===== config.mk =====
export PLATFORM = sky130hd
export DESIGN_NAME = tmon_monitor
export DESIGN_NICKNAME = d
export VERILOG_FILES = /design/src/design/tmon_pkg.sv /design/src/design/tmon_avg.sv /design/src/design/tmon_monitor.sv
export SDC_FILE = /design/constraint.sdc
export NUM_CORES = 1
export LEC_CHECK = 0
export BUFFER_PORTS_ARGS = -buffer_cell sky130_fd_sc_hd__buf_2
export CAP_MARGIN = 30
export CORE_MARGIN = 2
export CORE_UTILIZATION = 60
export CTS_BUF_LIST = sky130_fd_sc_hd__clkbuf_4 sky130_fd_sc_hd__clkbuf_8
export DETAILED_ROUTE_END_ITERATION = 8
export HOLD_SLACK_MARGIN = 0.05
export PLACE_DENSITY = 0.89
export SLEW_MARGIN = 25
export SYNTH_ARGS = -nofsm -noshare
export SYNTH_HDL_FRONTEND = slang
export SYNTH_HIERARCHICAL = 1
export SYNTH_SLANG_ARGS = --single-unit
export TNS_END_PERCENT = 5

===== constraint.sdc =====
create_clock -name clk -period 4.2 [get_ports clk]
set_input_delay 0.21 -clock clk [delete_from_list [all_inputs] [get_ports clk]]
set_output_delay 0.21 -clock clk [all_outputs]
set_load 0.01 [all_outputs]

===== src/design/tmon_pkg.sv =====
// Shared constants and types of the temperature result and limit monitor
package tmon_pkg;

	// ----------------------------------------------------------------
	// Result format and averaging
	// ----------------------------------------------------------------
	localparam int         RES_W       = 11;
	localparam int         AVG_LOG2    = 5;          // 32 samples
	localparam logic [10:0] RES_RESET  = 11'h400;    // -128 degrees
	localparam logic [8:0] THR_HYST    = 9'h005;     // 5 degree rearm band

	// ----------------------------------------------------------------
	// Register offsets
	// ----------------------------------------------------------------
	localparam logic [5:0] A_CFG1      = 6'h00;
	localparam logic [5:0] A_CFG2      = 6'h01;
	localparam logic [5:0] A_STAT1     = 6'h02;
	localparam logic [5:0] A_STAT2     = 6'h03;
	localparam logic [5:0] A_CFG3      = 6'h04;
	localparam logic [5:0] A_FRAC      = 6'h06;
	localparam logic [5:0] A_LOC       = 6'h0a;
	localparam logic [5:0] A_REM       = 6'h0b;
	localparam logic [5:0] A_LHI       = 6'h10;
	localparam logic [5:0] A_LLO       = 6'h11;
	localparam logic [5:0] A_LCRIT     = 6'h12;
	localparam logic [5:0] A_RHI       = 6'h13;
	localparam logic [5:0] A_RLO       = 6'h14;
	localparam logic [5:0] A_RCRIT     = 6'h15;
	localparam logic [5:0] A_PSV       = 6'h16;
	localparam logic [5:0] A_THR       = 6'h17;

	// ----------------------------------------------------------------
	// Field positions
	// ----------------------------------------------------------------
	localparam int B_START    = 0;   // cfg1
	localparam int B_FANMAX   = 1;   // cfg1: fan follows faster of two
	localparam int B_LOCAL_RANGE_IRQ_ENABLE    = 0;   // cfg2
	localparam int B_REMOTE_RANGE_IRQ_ENABLE    = 1;
	localparam int B_PASSIVE_COOLING_IRQ_ENABLE    = 2;
	localparam int B_THRIE    = 3;
	localparam int B_THRFAN   = 0;   // cfg3

	// ----------------------------------------------------------------
	// Reset values
	// ----------------------------------------------------------------
	localparam logic [7:0] CFG_RESET   = 8'h00;
	localparam logic [7:0] HI_RESET    = 8'h50;
	localparam logic [7:0] LO_RESET    = 8'h00;
	localparam logic [7:0] CRIT_RESET  = 8'h64;
	localparam logic [7:0] PSV_RESET   = 8'h28;
	localparam logic [7:0] THR_RESET   = 8'h5a;

	// Register port request, one access per cycle
	typedef struct packed {
		logic       rd;
		logic       wr;
		logic [5:0] addr;
		logic [7:0] wdata;
	} tmon_req_t;

	// One converter sample
	typedef struct packed {
		logic        valid;
		logic        remote;
		logic [10:0] data;
	} tmon_sample_t;

endpackage : tmon_pkg


===== src/design/tmon_avg.sv =====
// Block averager for one sensor channel
`timescale 1ns/1ns
module tmon_avg #(
	parameter int W      = 11,
	parameter int N_LOG2 = 5
) (
	input  wire logic         clk,      // Monitor clock
	input  wire logic         rst_b,    // Async reset, active low
	input  wire logic         clear,    // Drop partial sum
	input  wire logic         in_valid, // Sample strobe
	input  wire logic [W-1:0] in_data,  // Two's complement sample
	output logic      [W-1:0] avg,      // Latest average
	output logic              done      // Pulse when avg updates
);

	localparam int SW = W + N_LOG2;

	// ----------------------------------------------------------------
	// Elaboration check
	// ----------------------------------------------------------------
	if (N_LOG2 < 1 || W != tmon_pkg::RES_W) begin : g_chk
		$error("tmon_avg: unsupported width or depth");
	end

	logic signed [SW-1:0] sum_reg;
	logic [N_LOG2-1:0]    cnt_reg;
	logic signed [SW-1:0] total;

	// Sign extend each sample into the running sum
	assign total = sum_reg + SW'($signed(in_data));

	// Accumulate, and on the last sample divide by a shift
	always_ff @(posedge clk or negedge rst_b) begin
		if (!rst_b) begin
			sum_reg <= '0;
			cnt_reg <= '0;
			avg     <= tmon_pkg::RES_RESET;
			done    <= 1'b0;
		end else begin
			done <= 1'b0;
			if (clear) begin
				sum_reg <= '0;
				cnt_reg <= '0;
			end else if (in_valid) begin
				cnt_reg <= cnt_reg + 1'b1;
				if (&cnt_reg) begin
					// Upper bits are the floor of sum / 2^N_LOG2
					avg     <= total[SW-1:N_LOG2];
					sum_reg <= '0;
					done    <= 1'b1;
				end else begin
					sum_reg <= total;
				end
			end
		end
	end

endmodule : tmon_avg


===== src/design/tmon_monitor.sv =====
// Temperature result store, coherent readout and limit monitor
//
// Behaviour
// RL1 - Average 32 converter results per sensor, store newest average.
// RL2 - Conversions halt while start bit is zero, run while one.
// RL3 - Upper eight result bits in whole byte, lower three in shared byte.
// RL4 - Results are two's complement, -128 to +127 degrees.
// RL5 - Whole byte registers readable any time, any order.
// RL6 - Host reads fraction byte, then remote whole byte.
// RL7 - Fraction byte read freezes results until remote whole byte read.
// RL8 - High flag sets when temperature at or above high limit.
// RL9 - Low flag sets when temperature at or below low limit.
// RL10 - Local out-of-range flag follows local high/low; alert if enabled.
// RL11 - Remote out-of-range flag follows remote high/low; alert if enabled.
// RL12 - At critical limit: set flag, drive over-temperature pin low, alert.
// RL13 - Remote fan mode: passive cooling when remote at or below limit.
// RL14 - Faster-speed mode: passive cooling only when both at or below.
// RL15 - Passive cooling sets flag in status 2; alert if enabled.
// RL16 - Status 2 read clears passive flag; it resets next cycle.
// RL17 - At throttle limit: set flag, throttle pin low, alert if enabled.
// RL18 - Status 1 read clears throttle flags; rearm 5 degrees below.
// RL19 - Throttle-forces-fan enable makes either throttle flag force full fan.
// RL20 - No detections or alerts before first full monitoring cycle.
// RL21 - Compare once per cycle; limits are signed whole-degree bytes.
`timescale 1ns/1ns
module tmon_monitor (
	input  wire logic                 clk,        // Monitor clock
	input  wire logic                 rst_b,      // Async reset, low
	input  wire tmon_pkg::tmon_req_t  reg_req,    // Register access
	output logic [7:0]                reg_rdata,  // Read data, next cycle
	input  wire tmon_pkg::tmon_sample_t sample,   // Converter output
	output logic                      adc_run,    // Converter enable
	output logic                      over_temperature_pin_b, // Low=crit
	output logic                      cpu_throttle_pin_b,     // Low=hot
	output logic                      alert_b,    // Alert request, low
	output logic                      fan_stop,   // Passive cooling
	output logic                      fan_full    // Forced full speed
);

	// ----------------------------------------------------------------
	// Configuration and limit registers
	// ----------------------------------------------------------------
	logic [7:0] cfg1_reg, cfg2_reg, cfg3_reg;
	logic [7:0] lhi_reg, llo_reg, lcrit_reg;
	logic [7:0] rhi_reg, rlo_reg, rcrit_reg;
	logic [7:0] psv_reg, thr_reg;
	logic       start;

	assign start   = cfg1_reg[tmon_pkg::B_START];
	assign adc_run = start; // RL2

	// Software writes; result and status registers ignore writes
	always_ff @(posedge clk or negedge rst_b) begin
		if (!rst_b) begin
			cfg1_reg  <= tmon_pkg::CFG_RESET;
			cfg2_reg  <= tmon_pkg::CFG_RESET;
			cfg3_reg  <= tmon_pkg::CFG_RESET;
			lhi_reg   <= tmon_pkg::HI_RESET;
			llo_reg   <= tmon_pkg::LO_RESET;
			lcrit_reg <= tmon_pkg::CRIT_RESET;
			rhi_reg   <= tmon_pkg::HI_RESET;
			rlo_reg   <= tmon_pkg::LO_RESET;
			rcrit_reg <= tmon_pkg::CRIT_RESET;
			psv_reg   <= tmon_pkg::PSV_RESET;
			thr_reg   <= tmon_pkg::THR_RESET;
		end else if (reg_req.wr) begin
			case (reg_req.addr)
				tmon_pkg::A_CFG1:  cfg1_reg  <= reg_req.wdata;
				tmon_pkg::A_CFG2:  cfg2_reg  <= reg_req.wdata;
				tmon_pkg::A_CFG3:  cfg3_reg  <= reg_req.wdata;
				tmon_pkg::A_LHI:   lhi_reg   <= reg_req.wdata;
				tmon_pkg::A_LLO:   llo_reg   <= reg_req.wdata;
				tmon_pkg::A_LCRIT: lcrit_reg <= reg_req.wdata;
				tmon_pkg::A_RHI:   rhi_reg   <= reg_req.wdata;
				tmon_pkg::A_RLO:   rlo_reg   <= reg_req.wdata;
				tmon_pkg::A_RCRIT: rcrit_reg <= reg_req.wdata;
				tmon_pkg::A_PSV:   psv_reg   <= reg_req.wdata;
				tmon_pkg::A_THR:   thr_reg   <= reg_req.wdata;
				default: ;
			endcase
		end
	end

	// ----------------------------------------------------------------
	// Averaging, one instance per sensor
	// ----------------------------------------------------------------
	logic [10:0] loc_avg, rem_avg;
	logic        loc_done, rem_done;

	// Stopping drops partial sums so a restart begins a clean block
	tmon_avg #(.W(tmon_pkg::RES_W), .N_LOG2(tmon_pkg::AVG_LOG2)) u_loc (
		.clk      (clk),
		.rst_b    (rst_b),
		.clear    (!start),
		.in_valid (sample.valid && !sample.remote && start), // RL1 RL2
		.in_data  (sample.data),
		.avg      (loc_avg),
		.done     (loc_done)
	);

	tmon_avg #(.W(tmon_pkg::RES_W), .N_LOG2(tmon_pkg::AVG_LOG2)) u_rem (
		.clk      (clk),
		.rst_b    (rst_b),
		.clear    (!start),
		.in_valid (sample.valid && sample.remote && start), // RL1 RL2
		.in_data  (sample.data),
		.avg      (rem_avg),
		.done     (rem_done)
	);

	// ----------------------------------------------------------------
	// Monitoring cycle: both sensors have a fresh average
	// ----------------------------------------------------------------
	logic loc_got, rem_got, eval;

	assign eval = loc_got && rem_got; // RL20 RL21

	// A new average in the evaluation cycle still counts for the next
	always_ff @(posedge clk or negedge rst_b) begin
		if (!rst_b) begin
			loc_got <= 1'b0;
			rem_got <= 1'b0;
		end else if (!start) begin
			loc_got <= 1'b0;
			rem_got <= 1'b0;
		end else begin
			loc_got <= loc_done || (loc_got && !eval);
			rem_got <= rem_done || (rem_got && !eval);
		end
	end

	// ----------------------------------------------------------------
	// Visible results with coherent freeze
	// ----------------------------------------------------------------
	logic [10:0] loc_vis_reg, rem_vis_reg;
	logic        freeze_reg;
	logic        rd_frac, rd_rem, rd_st1, rd_st2;

	assign rd_frac = reg_req.rd && reg_req.addr == tmon_pkg::A_FRAC;
	assign rd_rem  = reg_req.rd && reg_req.addr == tmon_pkg::A_REM;
	assign rd_st1  = reg_req.rd && reg_req.addr == tmon_pkg::A_STAT1;
	assign rd_st2  = reg_req.rd && reg_req.addr == tmon_pkg::A_STAT2;

	// Freeze holds from the fraction read to the remote whole read
	always_ff @(posedge clk or negedge rst_b) begin
		if (!rst_b)
			freeze_reg <= 1'b0;
		else if (rd_rem)
			freeze_reg <= 1'b0; // RL6 RL7
		else if (rd_frac)
			freeze_reg <= 1'b1; // RL7
	end

	// Newest average shows once the freeze lifts; nothing is lost
	always_ff @(posedge clk or negedge rst_b) begin
		if (!rst_b) begin
			loc_vis_reg <= tmon_pkg::RES_RESET;
			rem_vis_reg <= tmon_pkg::RES_RESET;
		end else if (!freeze_reg && !rd_frac) begin
			loc_vis_reg <= loc_avg; // RL1 RL4
			rem_vis_reg <= rem_avg;
		end
	end

	// ----------------------------------------------------------------
	// Limit comparisons on the newly stored averages
	// ----------------------------------------------------------------
	function automatic logic at_or_above(input logic [10:0] t,
		input logic [7:0] lim);
		at_or_above = $signed(t) >= $signed({lim, 3'h0});
	endfunction : at_or_above

	function automatic logic at_or_below(input logic [10:0] t,
		input logic [7:0] lim);
		at_or_below = $signed(t) <= $signed({lim, 3'h0});
	endfunction : at_or_below

	// Rearm point sits 5 degrees under the throttle limit, one bit wider
	function automatic logic rearm_ok(input logic [10:0] t,
		input logic [7:0] lim);
		logic [8:0] band;
		band     = {lim[7], lim} - tmon_pkg::THR_HYST;
		rearm_ok = $signed({t[10], t}) <= $signed({band, 3'h0});
	endfunction : rearm_ok

	logic l_hi, l_lo, r_hi, r_lo, l_cr, r_cr, l_th, r_th, psv_c;

	always_comb begin
		l_hi  = at_or_above(loc_avg, lhi_reg);   // RL8 RL21
		r_hi  = at_or_above(rem_avg, rhi_reg);   // RL8 RL21
		l_lo  = at_or_below(loc_avg, llo_reg);   // RL9
		r_lo  = at_or_below(rem_avg, rlo_reg);   // RL9
		l_cr  = at_or_above(loc_avg, lcrit_reg); // RL12
		r_cr  = at_or_above(rem_avg, rcrit_reg); // RL12
		l_th  = at_or_above(loc_avg, thr_reg);   // RL17
		r_th  = at_or_above(rem_avg, thr_reg);   // RL17
		psv_c = at_or_below(rem_avg, psv_reg);   // RL13
		if (cfg1_reg[tmon_pkg::B_FANMAX])
			psv_c = psv_c && at_or_below(loc_avg, psv_reg); // RL14
	end

	// ----------------------------------------------------------------
	// Status flags: set wins over the read that clears
	// ----------------------------------------------------------------
	logic [7:0] st1_reg;     // lth ltl rth rtl lto rto lct rct
	logic       psv_flag, lthr_flag, rthr_flag;
	logic       lthr_arm, rthr_arm;
	logic [7:0] st1_set;

	assign st1_set = eval ? {l_hi, l_lo, r_hi, r_lo,
		l_hi || l_lo, r_hi || r_lo, l_cr, r_cr} : 8'h00; // RL10 RL11

	// Flags only set on an evaluation, never before the first one
	always_ff @(posedge clk or negedge rst_b) begin
		if (!rst_b)
			st1_reg <= 8'h00;
		else
			st1_reg <= st1_set | (st1_reg & {8{!rd_st1}}); // RL8 RL9
	end

	// Passive flag, cleared by a status 2 read
	always_ff @(posedge clk or negedge rst_b) begin
		if (!rst_b)
			psv_flag <= 1'b0;
		else
			psv_flag <= (eval && psv_c) || (psv_flag && !rd_st2); // RL15 RL16
	end

	// Throttle flags disarm on a status 1 read until temperature drops
	always_ff @(posedge clk or negedge rst_b) begin
		if (!rst_b) begin
			lthr_flag <= 1'b0;
			rthr_flag <= 1'b0;
			lthr_arm  <= 1'b1;
			rthr_arm  <= 1'b1;
		end else begin
			lthr_flag <= (eval && l_th && lthr_arm)
				|| (lthr_flag && !rd_st1); // RL17 RL18
			rthr_flag <= (eval && r_th && rthr_arm)
				|| (rthr_flag && !rd_st1); // RL17 RL18
			if (rd_st1 && lthr_flag)
				lthr_arm <= 1'b0; // RL18
			else if (eval && rearm_ok(loc_avg, thr_reg))
				lthr_arm <= 1'b1; // RL18
			if (rd_st1 && rthr_flag)
				rthr_arm <= 1'b0;
			else if (eval && rearm_ok(rem_avg, thr_reg))
				rthr_arm <= 1'b1;
		end
	end

	// ----------------------------------------------------------------
	// Live conditions for the pins and fan, held between cycles
	// ----------------------------------------------------------------
	logic crit_now, thr_now, psv_now;

	// Cleared on stop so a halted monitor raises no stale pin
	always_ff @(posedge clk or negedge rst_b) begin
		if (!rst_b) begin
			crit_now <= 1'b0;
			thr_now  <= 1'b0;
			psv_now  <= 1'b0;
		end else if (!start) begin
			crit_now <= 1'b0;
			thr_now  <= 1'b0;
			psv_now  <= 1'b0;
		end else if (eval) begin
			crit_now <= l_cr || r_cr; // RL12 RL20
			thr_now  <= l_th || r_th; // RL17
			psv_now  <= psv_c;        // RL13 RL14
		end
	end

	assign over_temperature_pin_b = !crit_now; // RL12
	assign cpu_throttle_pin_b     = !thr_now;  // RL17
	assign fan_full = cfg3_reg[tmon_pkg::B_THRFAN]
		&& (lthr_flag || rthr_flag);            // RL19
	assign fan_stop = psv_now && !fan_full;   // RL13

	// Critical flags alert regardless of any enable
	assign alert_b = !(
		(st1_reg[3] && cfg2_reg[tmon_pkg::B_LOCAL_RANGE_IRQ_ENABLE])          // RL10
		|| (st1_reg[2] && cfg2_reg[tmon_pkg::B_REMOTE_RANGE_IRQ_ENABLE])       // RL11
		|| st1_reg[1] || st1_reg[0]                          // RL12
		|| (psv_flag && cfg2_reg[tmon_pkg::B_PASSIVE_COOLING_IRQ_ENABLE])         // RL15
		|| ((lthr_flag || rthr_flag)
			&& cfg2_reg[tmon_pkg::B_THRIE]));                 // RL17

	// ----------------------------------------------------------------
	// Read data, registered one cycle after the request
	// ----------------------------------------------------------------
	logic [7:0] rd_mux;

	// Unmapped offsets read as zero
	always_comb begin
		case (reg_req.addr)
			tmon_pkg::A_CFG1:  rd_mux = cfg1_reg;
			tmon_pkg::A_CFG2:  rd_mux = cfg2_reg;
			tmon_pkg::A_CFG3:  rd_mux = cfg3_reg;
			tmon_pkg::A_STAT1: rd_mux = st1_reg;
			tmon_pkg::A_STAT2: rd_mux = {5'h00, rthr_flag, lthr_flag,
				psv_flag};
			tmon_pkg::A_FRAC:  rd_mux = {rem_vis_reg[2:0], 1'b0,
				loc_vis_reg[2:0], 1'b0};              // RL3
			tmon_pkg::A_LOC:   rd_mux = loc_vis_reg[10:3]; // RL3 RL5
			tmon_pkg::A_REM:   rd_mux = rem_vis_reg[10:3]; // RL3 RL5
			tmon_pkg::A_LHI:   rd_mux = lhi_reg;
			tmon_pkg::A_LLO:   rd_mux = llo_reg;
			tmon_pkg::A_LCRIT: rd_mux = lcrit_reg;
			tmon_pkg::A_RHI:   rd_mux = rhi_reg;
			tmon_pkg::A_RLO:   rd_mux = rlo_reg;
			tmon_pkg::A_RCRIT: rd_mux = rcrit_reg;
			tmon_pkg::A_PSV:   rd_mux = psv_reg;
			tmon_pkg::A_THR:   rd_mux = thr_reg;
			default:           rd_mux = 8'h00;
		endcase
	end

	// Status reads return the value before their own clear
	always_ff @(posedge clk or negedge rst_b) begin
		if (!rst_b)
			reg_rdata <= 8'h00;
		else if (reg_req.rd)
			reg_rdata <= rd_mux;
	end

endmodule : tmon_monitor


== Word level (Yosys, flattened, before mapping) ==
Cells that the tools add are included.
Cells by class
  mux-type cells: 33
  reductions and logical operators: 75
  add/sub/neg operators: 5
  shift-type cells: 0
  divide/modulo/power cells: 0
  order comparisons: 12
  $mul: 0
  eq/ne operators: 18
  bitwise logic cells: 2
Operators with widths (number)
  8-bit case mux with 16 select lines: 1
  16-bit 2-to-1 mux: 6
  11-bit >= comparator: 6
  6-bit by 5-bit equality test with 1-bit output (second input constant): 8
  11-bit <= comparator: 4
  16-bit by 11-bit adder with 16-bit output: 2
  1-bit logical AND: 31
  11-bit by 12-bit <= comparator with 1-bit output: 2
  2-bit AND reduction: 11
  1-bit 2-to-1 mux: 21
  5-bit 2-to-1 mux: 4
  1-bit logical OR: 15
  7-bit AND reduction: 2
  6-bit by 2-bit equality test with 1-bit output (second input constant): 2
  6-bit by 3-bit equality test with 1-bit output (second input constant): 2
  6-bit by 4-bit equality test with 1-bit output (second input constant): 2
  5-bit by 1-bit adder with 5-bit output (second input constant): 2
  1-bit zero test: 10
  5-bit AND reduction: 2
  8-bit by 4-bit subtractor with 9-bit output (second input constant): 1
  8-bit AND: 1
  8-bit 2-to-1 mux: 1
  8-bit OR: 1
  6-bit by 1-bit equality test with 1-bit output (second input constant): 1
  other kinds (3): 7
Storage, ports and cells
  memory bits (writable): 0
  bits in read-only memories: 0
  input port bits: 31
  word-level logic and storage cells: 179
  memories: 0
  output and inout bits: 14
  flip-flop bits (word level): 203
  latch bits: 0

== Logic depth before layout (Yosys ltp) ==
  depth after elaboration: 7
  depth in mapped cells: 11

== Hierarchy ==
The synthesis kept the hierarchy.
By module, submodules not included
  tmon_monitor: cells each 779, instances 1, area each 8431.8 um^2
  tmon_avg (u_rem): cells each 231, instances 1, area each 2187.1 um^2
  tmon_avg (u_loc): cells each 200, instances 1, area each 2014.4 um^2

== Worst setup path after synthesis ==
OpenSTA, ideal clock, no wires.
  kind: register to register
  start: reg thr_reg[1]
  end: reg lthr_arm
  cell stages (with the launch flop): 12
  path buffers: 0
  slack: 1807 ps
  arrival time: 2330 ps
  required time: 4137 ps
  period minus slack after synthesis: 2393 ps
  path through: dfstp_2 > inv_1 > ha_1 > xor2_1 > ha_1 > a21oi_1 > o21ai_0 > maj3_1 > a21oi_1 > nor2_1 > nor3_1 > o221a_1
On the way
  word-level cells in the longest chain between the ends: 4
RTL lines
  start: declaration: line tmon_monitor.sv:46  | logic [7:0] psv_reg, thr_reg;
  start signal: assignment: line tmon_monitor.sv:65  | thr_reg <= tmon_pkg::THR_RESET;
  start signal: assignment: line tmon_monitor.sv:78  | tmon_pkg::A_THR: thr_reg <= reg_req.wdata;
  8-bit by 4-bit subtractor with 9-bit output: line tmon_monitor.sv:182  | band = {lim[7], lim} - tmon_pkg::THR_HYST;
  11-bit by 12-bit <= comparator with 1-bit output: line tmon_monitor.sv:183  | rearm_ok = $signed({t[10], t}) <= $signed({band, 3'h0});
  1-bit logical AND: line tmon_monitor.sv:243  | else if (eval && rearm_ok(loc_avg, thr_reg))
  2-bit nonzero test (no line)
  end signal: assignment: line tmon_monitor.sv:234  | lthr_arm <= 1'b1;
  end signal: assignment: line tmon_monitor.sv:242  | lthr_arm <= 1'b0;
  end signal: assignment: line tmon_monitor.sv:244  | lthr_arm <= 1'b1;
  end: declaration: line tmon_monitor.sv:207  | logic lthr_arm, rthr_arm;
Every way passes these cells.
A chain may end at the register's enable or synchronous reset.

== Worst setup path in the final report ==
  start: reg cfg1_reg[0]
  end: reg u_loc.sum_reg[15]
On the way
  word-level cells in the longest chain between the ends: 2
RTL lines
  start: declaration: line tmon_monitor.sv:43  | logic [7:0] cfg1_reg, cfg2_reg, cfg3_reg;
  start signal: assignment: line tmon_monitor.sv:55  | cfg1_reg <= tmon_pkg::CFG_RESET;
  start signal: assignment: line tmon_monitor.sv:68  | tmon_pkg::A_CFG1: cfg1_reg <= reg_req.wdata;
  1-bit logical AND: line tmon_monitor.sv:95  | .in_valid (sample.valid && !sample.remote && start),
  2-bit by 1-bit != test with 1-bit output (no line)
  end signal: assignment: line tmon_avg.sv:52  | sum_reg <= total;
  end: declaration: line tmon_avg.sv:25  | logic signed [SW-1:0] sum_reg;
Several ways; a longest one is shown, not always the timed one.

==> run metrics <==
post-route cell area 14000 um2; Area growth, synth to finish 10.7%; syn avg cell area 10.4 um2; #FFs+latches synth 203; P_int 3.61 mW; CP max FO 11; Post-Synth XOR/XNOR Area 3.05%; Vias/cell 6.72; critical path type reg2reg; critical path endpoint u_loc/sum_reg[15]$_DFFE_PN0P_; r2r startpoint cfg1_reg[0]$_DFFE_PN0P_; via count of the first global-routing pass 10700; die height 149 um; Switching Share 29.1%; cell total after placement 1505; worst path arrival time 3320 ps; worst hold slack 155 ps; CP required 4680 ps; clock tree buffer depth 3; Die Wd 149 um; number of port buffers 44; Worst setup EP type flop; reg-to-reg endpoint u_loc/sum_reg[15]$_DFFE_PN0P_; worst rel slew slack 41.2%; Cells after Synth 1210; Compound-Gate Fraction of Synth Area 16.1%; Yosys top cell area share 35.9%; Slew Limit Fails 0; register area share after synthesis 40.4%; simple-gate area share of the yosys netlist 12.4%; grt ovf 0; CTS tree done; leading area contributor after synthesis dfrtp_1; MaxCap Viol Count 0; wire per inst 23.5 um; clock latency on the worst-skew pair 560 ps; post-cts resize count 0; Pwr per Cell Area 364 nW/um2; clock share of power 40.2%; fin crit share 67.7%; Mapped Nets 1366; Synth cell types 88; Adder-Cell Fraction of Synth Area 12.8%; mux cell area share after synthesis 11.8%; First-pass DRT Iterations 6; flop-to-flop setup slack 1360 ps; maximum vdd drop 0.208 mV; outcome finished, final reports clean; share of cells above drive strength 1 23.7%; filler cell count 1464; RSZ-0062 raised after global routing no; gr usage total 34.1%; ant diodes 0; ys async rst share 100%; Slew @ Worst Pin 879 ps; Worst Setup SP cfg1_reg[0]$_DFFE_PN0P_; Final ANT Viol Nets 0; final setup vio count 0; Die Area 22200 um2; Initial Util 60.7%; clock sink count 203; num rows 53; Post-Route Skew 47.5 ps; H-tree depth 2; nets 1428; Startpoint Class flop; Finished Layout Cells 1574; FMAX 0.352 GHz; first-pass GRT wire length 58.2 mm; Hold Path Stages 2; largest net degree at the start of global routing 115; Worst Hold Class in2reg; # IOs 45; placed instance area 13100 um2; ranking of synthesized cells by area dfrtp_1 36%, ha_1 12%, mux2_2 11%, dfstp_2 4.6%, inv_1 2.5%; initial antenna violation count 0; Post-synth EDFFs 0; Syn Std Cell Area 12600 um2; CTS buffer count 37; min Tclk post-route 2840 ps; setup ws final 1360 ps; clk slew on worst S/H paths 60 ps; Reg2Reg Depth 7; vias 10600; Most used DFF post-synth dfrtp_1; post-place setup slack 1590 ps; DR iter-0 viols 1279; Hold Fails Final Rpt 0; DR DRC count 0; Core ar. 20800 um2; Ys Warns 6; Leakage Power 6.73 nW; highest-count cells in the layout ignoring fill and taps 181 x dfrtp_1, 123 x mux2_2, 123 x ha_1, 83 x inv_1, 76 x nand2_1; WL final 37.0 mm; root buffer cell clkbuf_8; post-DP HPWL 25.6 mm; P_sw 1.48 mW; Reg power frac 44.0%; largest family of logic cells by synthesized area compound AO/OA/AOI/OAI gates; Design Power 5.09 mW; routability cong. 0.968; final setup TNS 0 ps; Post-Route Utilization 67.2%; Gate power share 15.9%; leading cell type in the layout, fill and taps excluded dfrtp_1
Yosys cell counts (11+ instances only):
library cell and count:
dfrtp_1 181, ha_1 123, mux2_2 123, inv_1 83
nand2_1 76, nor2_1 75, a21oi_1 57, o21ai_0 43
a22oi_1 40, nand3_1 28, a22o_1 25, dfstp_2 22
clkbuf_1 21, xnor2_1 20, a21o_1 19, nor2b_1 18
nand4_1 17, xor2_1 17, and3_1 12, nor3_1 11
power groups by stage:
stage / Combinational, mW / Clock, mW / Sequential, mW
2_1_floorplan: 0.563 / 0 / 2.20
3_3_place_gp: 0.747 / 0 / 2.25
3_5_place_dp: 0.785 / 0 / 2.26
4_1_cts: 0.797 / 2.06 / 2.23
5_1_grt: 0.899 / 2.15 / 2.24
6_report: 0.809 / 2.04 / 2.24
layout make-up:
cell class	count	area, um2	area share, %
clock inverters	11	115	0.823
well taps	275	344	2.46
flip-flops and latches	203	5110	36.5
multi-input cells	892	7080	50.6
repair buffers	55	349	2.50
inverters	83	312	2.23
clock buffers	55	676	4.83
critical path, stage by stage, from the launching register on:
cell and delay, ps:
dfrtp_1 680, nand2_1 100, nor2_1 490, nor2b_1 380, nor2b_1 720, nand2_1 110, a21o_1 180, o211ai_1 80
kinds of logic (layout without fill, tap and decap cells):
family                     Yosys count  in the layout
AOI/OAI and AO/OA                  287            287
xor gates and xnor gates            40             40
adders and majority gates          129            129
buffers and inverters              115            204
DFF                                203            203
muxes                              133            133
and+or+nand+nor                    303            303
how the worst min path moves through the flow:
| stage | start | slack [ps] | to |
|---|---|---|---|
| 5_1_grt | reg_req[6] | 160 | lcrit_reg[6]$_DFFE_PN1P_ |
| 4_1_cts | reg_req[15] | 120 | reg_rdata[2]$_DFFE_PN0P_ |
| 3_5_place_dp | rst_b | 400 | llo_reg[5]$_DFFE_PN0P_ |
| 2_1_floorplan | rst_b | -90 | cfg1_reg[0]$_DFFE_PN0P_ |
| 6_report | reg_req[15] | 160 | reg_rdata[2]$_DFFE_PN0P_ |
| 3_3_place_gp | rst_b | 390 | thr_now$_DFFE_PN0P_ |
layer usage:
layer / global-route usage [%] / part of all wire (%) / up-vias
met5: 0 / 0 / -
met4: 18.8 / 6.1 / 0
met3: 10.2 / 12 / 190
met2: 51.6 / 45 / 647
met1: 43.9 / 38 / 5152
li1: - / - / 4595
repair_timing:
| action | 4_1_cts | 5_1_grt |
|---|---|---|
| hold endpoints to repair | 95 | 0 |
| hold buffers | 2 | 0 |
| buffers inserted | 0 | 0 |
No activity file was read; power rests on OpenSTA's default activity.
